$ cat src/hdl/prsd_pkg.sv
// Package with constants and types for the ramp sensor digitizer.
package prsd_pkg;
  // Timer tick 2 us, period 640 us, at a 200 MHz clock.
  localparam int CLK_MHZ = 200;
  localparam int TICK_NS = 2000;
  localparam int TICK_CYC = (TICK_NS * CLK_MHZ + 999) / 1000;
  localparam int PERIOD_US = 640;
  localparam int PERIOD_TICKS = (PERIOD_US * 1000) / TICK_NS;
  localparam int HT_W = 10;
  localparam int PR_W = 16;
  localparam logic [HT_W-1:0] HT_MIN = 10'h001;
  localparam logic [HT_W-1:0] HT_RESET = 10'h000;
  // Periods spent at each step so the integrator can settle.
  localparam int SETTLE_PERIODS = 4;
  localparam logic [PR_W-1:0] FULL_SCALE_DEF = 16'h0064;

  typedef enum logic [1:0] {
    PRSD_IDLE = 2'b00,
    PRSD_STEP = 2'b01,
    PRSD_WAIT = 2'b11,
    PRSD_DONE = 2'b10
  } prsd_state_e;
endpackage

$ cat src/hdl/prsd_pwm.sv
// Fixed period pulse generator with programmable high time.
`timescale 1ns/100ps
module prsd_pwm #(
  parameter int TICK_CYC = 400,
  parameter int PERIOD_TICKS = 320,
  parameter int HT_W = 10
) (
  input wire logic mclk,
  input wire logic rst,
  input wire logic [HT_W-1:0] highTime,
  output logic pwmOut,
  output logic periodEnd
);
  logic [15:0] tick_r, tick_nxt;
  logic [HT_W-1:0] pos_r, pos_nxt;
  logic [HT_W-1:0] ht_r, ht_nxt;
  logic out_r, out_nxt;
  logic wrap;

  always_comb begin
    tick_nxt = tick_r + 16'h0001;
    pos_nxt = pos_r;
    ht_nxt = ht_r;
    wrap = 1'b0;
    if (tick_r == 16'(TICK_CYC - 1)) begin
      tick_nxt = 16'h0000;
      if (pos_r == HT_W'(PERIOD_TICKS - 1)) begin
        pos_nxt = '0;
        wrap = 1'b1;
        // New high time is taken only at a period edge to avoid glitches.
        ht_nxt = highTime;
      end else begin
        pos_nxt = pos_r + 1'b1;
      end
    end
    out_nxt = (pos_nxt < ht_nxt);
  end

  always_ff @(posedge mclk or posedge rst) begin
    if (rst) begin
      tick_r <= 16'h0000;
      pos_r <= '0;
      ht_r <= '0;
      out_r <= 1'b0;
      periodEnd <= 1'b0;
    end else begin
      tick_r <= tick_nxt;
      pos_r <= pos_nxt;
      ht_r <= ht_nxt;
      out_r <= out_nxt;
      periodEnd <= wrap;
    end
  end

  assign pwmOut = out_r;

  property p_period;
    @(posedge mclk) disable iff (rst)
      periodEnd |-> pwmOut == (ht_r != '0);
  endproperty
  a_period: assert property (p_period)
    else $error("pulse high with zero high time at period start");
endmodule

$ cat src/hdl/prsd_top.sv
// Ramp sweep digitizer: pulse train, comparator watch, calibration, scaling.
`timescale 1ns/100ps
module prsd_top
  import prsd_pkg::*;
#(
  parameter int SETTLE = prsd_pkg::SETTLE_PERIODS,
  parameter int PWM_TICK_CYC = prsd_pkg::TICK_CYC,
  parameter int PWM_PERIOD_TICKS = prsd_pkg::PERIOD_TICKS
) (
  input wire logic mclk,
  input wire logic rst,
  input wire logic measStart,
  input wire logic calZero,
  input wire logic calFull,
  input wire logic [prsd_pkg::PR_W-1:0] fullScalePressure,
  input wire logic edge_capture_input_pin,
  output logic pulse_compare_output_pin,
  output logic [prsd_pkg::HT_W-1:0] resultHighTime,
  output logic [prsd_pkg::HT_W-1:0] zeroHighTime,
  output logic [prsd_pkg::HT_W-1:0] fullHighTime,
  output logic [prsd_pkg::PR_W-1:0] pressure,
  output logic measDone,
  output logic measFail
);
  import prsd_pkg::*;

  prsd_state_e state_r, state_nxt;
  logic [HT_W-1:0] ht_r, ht_nxt;
  logic [HT_W-1:0] res_r, res_nxt;
  logic [HT_W-1:0] zero_r, zero_nxt;
  logic [HT_W-1:0] full_r, full_nxt;
  logic [PR_W-1:0] pres_r, pres_nxt;
  logic [7:0] settle_r, settle_nxt;
  logic done_r, done_nxt;
  logic fail_r, fail_nxt;
  logic calZ_r, calZ_nxt;
  logic calF_r, calF_nxt;
  logic cmpMeta_r, cmpSync_r;
  logic periodEnd;
  logic fallEdge;

  // Scaled interpolation; zero span gives zero to avoid a divide by zero.
  function automatic logic [PR_W-1:0] scale(
    input logic [HT_W-1:0] cur,
    input logic [HT_W-1:0] z,
    input logic [HT_W-1:0] f,
    input logic [PR_W-1:0] fs
  );
    logic [HT_W+PR_W-1:0] num;
    logic [HT_W-1:0] span;
    logic [HT_W-1:0] off;
    num = '0;
    span = f - z;
    off = (cur > z) ? (cur - z) : '0;
    if (f <= z) begin
      scale = '0;
    end else begin
      num = (HT_W+PR_W)'(off) * (HT_W+PR_W)'(fs);
      scale = PR_W'(num / (HT_W+PR_W)'(span));
    end
  endfunction

  prsd_pwm #(
    .TICK_CYC(PWM_TICK_CYC),
    .PERIOD_TICKS(PWM_PERIOD_TICKS),
    .HT_W(HT_W)
  ) u_pwm (
    .mclk(mclk),
    .rst(rst),
    .highTime(ht_r),
    .pwmOut(pulse_compare_output_pin),
    .periodEnd(periodEnd)
  );

  // Two stage synchroniser; only the second stage is read by logic.
  always_ff @(posedge mclk or posedge rst) begin
    if (rst) begin
      cmpMeta_r <= 1'b1;
      cmpSync_r <= 1'b1;
    end else begin
      cmpMeta_r <= edge_capture_input_pin;
      cmpSync_r <= cmpMeta_r;
    end
  end

  // A low level after a settled step counts as the falling transition.
  assign fallEdge = !cmpSync_r;

  always_comb begin
    state_nxt = state_r;
    ht_nxt = ht_r;
    res_nxt = res_r;
    zero_nxt = zero_r;
    full_nxt = full_r;
    pres_nxt = pres_r;
    settle_nxt = settle_r;
    done_nxt = done_r;
    fail_nxt = fail_r;
    calZ_nxt = calZ_r;
    calF_nxt = calF_r;
    case (state_r)
      PRSD_IDLE: begin
        if (measStart || calZero || calFull) begin
          ht_nxt = HT_MIN;
          done_nxt = 1'b0;
          fail_nxt = 1'b0;
          calZ_nxt = calZero;
          calF_nxt = calFull && !calZero;
          // One extra period covers a start that lands on a period edge,
          // where the generator would still load the old high time.
          settle_nxt = 8'(SETTLE + 2);
          state_nxt = PRSD_WAIT;
        end
      end
      PRSD_STEP: begin
        // Raise first; the check follows only after settling.
        if (ht_r == HT_W'(PWM_PERIOD_TICKS)) begin
          fail_nxt = 1'b1;
          done_nxt = 1'b1;
          state_nxt = PRSD_DONE;
        end else begin
          ht_nxt = ht_r + 1'b1;
          // The first period edge only loads the new high time, so it is
          // not counted as a settled period.
          settle_nxt = 8'(SETTLE + 1);
          state_nxt = PRSD_WAIT;
        end
      end
      PRSD_WAIT: begin
        if (periodEnd) begin
          if (settle_r == 8'h01) begin
            if (fallEdge) begin
              res_nxt = ht_r;
              if (calZ_r) begin
                zero_nxt = ht_r;
              end
              if (calF_r) begin
                full_nxt = ht_r;
              end
              pres_nxt = scale(ht_r, zero_r, full_r, fullScalePressure);
              done_nxt = 1'b1;
              state_nxt = PRSD_DONE;
            end else begin
              state_nxt = PRSD_STEP;
            end
          end else begin
            settle_nxt = settle_r - 8'h01;
          end
        end
      end
      PRSD_DONE: begin
        // Recompute with the latest calibration points.
        pres_nxt = scale(res_r, zero_r, full_r, fullScalePressure);
        ht_nxt = HT_RESET;
        if (measStart || calZero || calFull) begin
          done_nxt = 1'b0;
          state_nxt = PRSD_IDLE;
        end
      end
      default: begin
        state_nxt = PRSD_IDLE;
      end
    endcase
  end

  always_ff @(posedge mclk or posedge rst) begin
    if (rst) begin
      state_r <= PRSD_IDLE;
      ht_r <= HT_RESET;
      res_r <= '0;
      zero_r <= '0;
      full_r <= '0;
      pres_r <= '0;
      settle_r <= 8'h00;
      done_r <= 1'b0;
      fail_r <= 1'b0;
      calZ_r <= 1'b0;
      calF_r <= 1'b0;
    end else begin
      state_r <= state_nxt;
      ht_r <= ht_nxt;
      res_r <= res_nxt;
      zero_r <= zero_nxt;
      full_r <= full_nxt;
      pres_r <= pres_nxt;
      settle_r <= settle_nxt;
      done_r <= done_nxt;
      fail_r <= fail_nxt;
      calZ_r <= calZ_nxt;
      calF_r <= calF_nxt;
    end
  end

  assign resultHighTime = res_r;
  assign zeroHighTime = zero_r;
  assign fullHighTime = full_r;
  assign pressure = pres_r;
  assign measDone = done_r;
  assign measFail = fail_r;

  property p_step_up;
    @(posedge mclk) disable iff (rst)
      (state_r == PRSD_STEP && ht_r != HT_W'(PWM_PERIOD_TICKS))
        |=> ht_r == $past(ht_r) + 1'b1;
  endproperty
  a_step_up: assert property (p_step_up)
    else $error("sweep step did not raise high time by one");

  property p_capture;
    @(posedge mclk) disable iff (rst)
      (state_r == PRSD_WAIT && periodEnd && settle_r == 8'h01 && !cmpSync_r)
        |=> resultHighTime == $past(ht_r) && measDone;
  endproperty
  a_capture: assert property (p_capture)
    else $error("reading not latched from high time at edge");

  property p_no_stop_high;
    @(posedge mclk) disable iff (rst)
      (state_r == PRSD_WAIT && periodEnd && settle_r == 8'h01 && cmpSync_r)
        |=> state_r == PRSD_STEP;
  endproperty
  a_no_stop_high: assert property (p_no_stop_high)
    else $error("sweep stopped while comparator was high");

  property p_check_after_raise;
    @(posedge mclk) disable iff (rst)
      state_r == PRSD_STEP |=> state_r != PRSD_DONE || measFail;
  endproperty
  a_check_after_raise: assert property (p_check_after_raise)
    else $error("check happened before raising high time");

  property p_done_hold;
    @(posedge mclk) disable iff (rst)
      (measDone && !measStart && !calZero && !calFull) |=> measDone;
  endproperty
  a_done_hold: assert property (p_done_hold)
    else $error("done flag dropped before next start");

  property p_start_clears;
    @(posedge mclk) disable iff (rst)
      (state_r == PRSD_IDLE && measStart) |=> !measDone && ht_r == HT_MIN;
  endproperty
  a_start_clears: assert property (p_start_clears)
    else $error("start did not begin sweep at lowest setting");

  property p_cal_zero;
    @(posedge mclk) disable iff (rst)
      (calZ_r && state_r == PRSD_WAIT && periodEnd && settle_r == 8'h01
        && !cmpSync_r) |=> zeroHighTime == resultHighTime;
  endproperty
  a_cal_zero: assert property (p_cal_zero)
    else $error("zero pressure point not recorded");

  property p_sync;
    @(posedge mclk) disable iff (rst)
      1'b1 |-> ##2 cmpSync_r == $past(edge_capture_input_pin, 2);
  endproperty
  a_sync: assert property (p_sync)
    else $error("comparator input not synchronised in two stages");

  property p_pressure;
    @(posedge mclk) disable iff (rst)
      (state_r == PRSD_DONE && $past(state_r) == PRSD_DONE)
        |-> pressure == $past(scale(res_r, zero_r, full_r,
                                    fullScalePressure));
  endproperty
  a_pressure: assert property (p_pressure)
    else $error("pressure does not match interpolation");
endmodule

$ cat config.mk
export PLATFORM = sky130hd
export DESIGN_NAME = prsd_top
export DESIGN_NICKNAME = d
export VERILOG_FILES = /design/src/hdl/prsd_pkg.sv /design/src/hdl/prsd_pwm.sv /design/src/hdl/prsd_top.sv
export SDC_FILE = /design/constraint.sdc
export NUM_CORES = 2
export LEC_CHECK = 0
export ABC_CLOCK_PERIOD_IN_PS = 91200
export BUFFER_PORTS_ARGS = -buffer_cell sky130_fd_sc_hd__buf_2
export CORE_UTILIZATION = 45
export CTS_CLUSTER_SIZE = 8
export DETAILED_ROUTE_END_ITERATION = 8
export PLACE_DENSITY = 0.65
export SYNTH_ARGS = -nofsm -noshare
export SYNTH_HDL_FRONTEND = slang
export SYNTH_HIERARCHICAL = 1
export SYNTH_SLANG_ARGS = --single-unit
$ cat constraint.sdc
create_clock -name mclk -period 91.2 [get_ports mclk]
set_input_delay 13.68 -clock mclk [delete_from_list [all_inputs] [get_ports mclk]]
set_output_delay 13.68 -clock mclk [all_outputs]
set_load 0.01 [all_outputs]
==> flow_summary.json <==
{
  "hold_viol": 0,
  "cts_tree": "yes",
  "wl_per_cell_um": 19.0,
  "antenna_found_initial": 0,
  "grt_pass1_vias": 42600,
  "rows": 115,
  "max_stage_delay_ns": 0.57,
  "synth_edf_count": 0,
  "stdcell_count": 7271,
  "postRouteAntennaNets": 0,
  "maxSlewViolCount": 3,
  "path_clk_slew_ns": 0.12,
  "yosysTopAreaCell": "ha_1",
  "arrival_ns": 86.24,
  "muxShareOfSynthArea_pct": 3.96,
  "worst_r2r_endpoint": "pressure[0]$_DFFE_PP0P_",
  "synth-main-ff-cell": "dfrtp_1",
  "synth-compound-area-share_pct": 27.1,
  "worst_slew_pin_slew_ns": 1.51,
  "avgViaCountPerCell": 6.14,
  "holdPathStages": 0,
  "cts_buffer_depth": 2,
  "use_met1_pct": 37.0,
  "gp_congestion": 0.984,
  "ys_ff_latch": 110,
  "min_path_type": "flop to flop",
  "use_met3_pct": 2.46,
  "place_inst": 7231,
  "setup_slack_ns": 5.26,
  "start_util_pct": 45.4,
  "cp.required_ns": 91.50,
  "layout.nets": 6827,
  "r2r_setup_slack_ns": 15.28,
  "violations": "capacitance limit, slew limit",
  "io_buffers": 70,
  "first_pass_iters": 6,
  "fin_util_pct": 48.5,
  "fin_crit_ns": 85.94,
  "reg2reg_from": "zeroHighTime[1]$_DFFE_PP0P_",
  "place_ws_ns": 0.349,
  "slew_headroom_pct": -1.91,
  "synth_top_cell_area_share_pct": 16.9,
  "yosys-top-cells-area": "ha_1, fa_1, dfrtp_1, nand2_1, o21a_1",
  "start_kind": "input port",
  "multi_input_area_um2": 40300,
  "core_um2": 98400,
  "die_h_um": 317,
  "synthArstFlopShare_pct": 100,
  "busiest_layer": "met2",
  "synth_most_common_cell": "nand2_1",
  "setup_viol": 0,
  "path_common_cell": "o21a_1",
  "grtUsageMet2_pct": 45.9,
  "io-pin-count": 71,
  "avgSynthCellArea_um2": 7.54,
  "dieWidth_um": 317,
  "area_growth_pct": 6.73,
  "htree_levels": 3,
  "worstHoldStart": "cmpMeta_r$_DFF_PP1_",
  "grt_overflow": 0,
  "critPathSlowestCell": "fa_1",
  "period_share_pct": 94.2,
  "path_class": "input port to flop",
  "ys_seq_area_share_pct": 6.16,
  "grt_first_pass_wirelength_um": 224000,
  "critPathCaptureType": "flop",
  "post-route-drc-count": 0,
  "cts_root_buf": "clkbuf_16",
  "yosys.area_share.simple_pct": 26.6,
  "startpoint": "fullScalePressure[4]",
  "grt_max_degree": 45,
  "routed_wl_um": 138000,
  "max_cap_violations": 1,
  "hpwl_um": 111000,
  "worstPathMaxFanout": 20,
  "syn_inst": 5931,
  "via_count": 44600,
  "fill_cells": 9906,
  "die_area_um2": 101000,
  "grt_use_total_pct": 27.2,
  "synth_top_family_by_area": "compound AO/OA/AOI/OAI gates",
  "timing.fmax_mhz": 11.6,
  "synthXorXnorAreaFrac_pct": 4.52,
  "drtIter0Drc": 3054,
  "synth_adder_area_share_pct": 27.0,
  "status": "finished with violations",
  "ys_types": 145,
  "cts_num_sinks": 110,
  "ys_warn_count": 6,
  "skew_ns": 0.0397,
  "syn_area_um2": 44700,
  "syn-num-nets": 6781,
  "r2r_cells": 360,
  "drive_above_1_share_pct": 10.5,
  "clock_latency_ns": 0.42,
  "min_to": "cmpSync_r$_DFF_PP1_",
  "ff_latch_area_um2": 2760,
  "synth_commonest_cells": "nand2_1, ha_1, nor2_1, nor3_1, a21oi_1",
  "cts_buffers": 9
}
-- cell type report --
class | instances | area share, %
well taps | 1287 | 3.37
clock buffers | 9 | 0.472
clock inverters | 7 | 0.191
inverters | 316 | 2.49
multi-input cells | 5313 | 84.4
flip-flops and latches | 110 | 5.77
diodes | 2 | 0.0105
repair buffers | 227 | 3.28
-- metrics by stage --
step	TNS, ns	instance area [µm²]	hold slack, ns
6_report	0	47700	0.359
5_1_grt	-0.159	47700	0.367
2_1_floorplan	0	44700	0.345
3_3_place_gp	0	46900	0.347
3_5_place_dp	0	46900	0.347
4_1_cts	0	47200	0.360
-- flip-flops by register name, summed over array words and instances (netlist names), 2 cells and up --
name,count
zeroHighTime,10
pressure,16
u_pwm/tick_r,16
ht_r,10
u_pwm/pos_r,10
fullHighTime,10
settle_r,8
state_r,2
resultHighTime,10
u_pwm/ht_r,10
-- critical path, delay by kind of cell --
family                     cells  cell delay, ns
AOI/OAI and AO/OA            193           39.67
xor gates and xnor gates       1            0.27
adders and majority gates     32           10.73
buffers and inverters         29            4.39
muxes                          1            0.25
and+or+nand+nor               92           17.06
-- worst max-delay path by stage --
stage                                    to
detailed placement  pressure[0]$_DFFE_PP0P_
global route        pressure[0]$_DFFE_PP0P_
floorplan           pressure[0]$_DFFE_PP0P_
global placement    pressure[0]$_DFFE_PP0P_
finish              pressure[0]$_DFFE_PP0P_
CTS                 pressure[0]$_DFFE_PP0P_
-- placed cells by master, fill, tap and decap left out, types with 63 or more instances in the layout --
cell      count
nand2_1     665
ha_1        603
nor2_1      485
nor3_1      323
a21oi_1     310
inv_1       309
o21a_1      284
o21ai_0     273
fa_1        222
and2_1      214
buf_4       155
o31ai_1     135
xnor2_1     133
nand3_1     126
a21o_1      117
dfrtp_1     108
mux2_2       94
xor2_1       92
or2_2        67
nand2b_1     63
-- routing by layer --
| metal | part of all wire, % | wire (µm) | vias up |
|---|---|---|---|
| li1 | - | - | 21900 |
| met1 | 46 | 63600 | 21400 |
| met2 | 46 | 64200 | 1184 |
| met3 | 5.3 | 7320 | 195 |
| met4 | 2.4 | 3310 | 0 |
| met5 | 0 | 0 | - |
-- kinds of logic after synthesis --
group,Yosys count
flops,110
simple gates,2354
fa+ha+maj,832
compound gates,1735
xor+xnor,229
buf+inv,508
mux,163
-- repair_timing --
item | CTS | global route
hold buffers | 0 | 0
gates resized for setup | 0 | 92
setup buffers | 0 | 22
endpoints found under the setup margin | 0 | 3
Power is not shown: default switching activity piles up to over one toggle a cycle in this logic, so the estimate is an artifact.
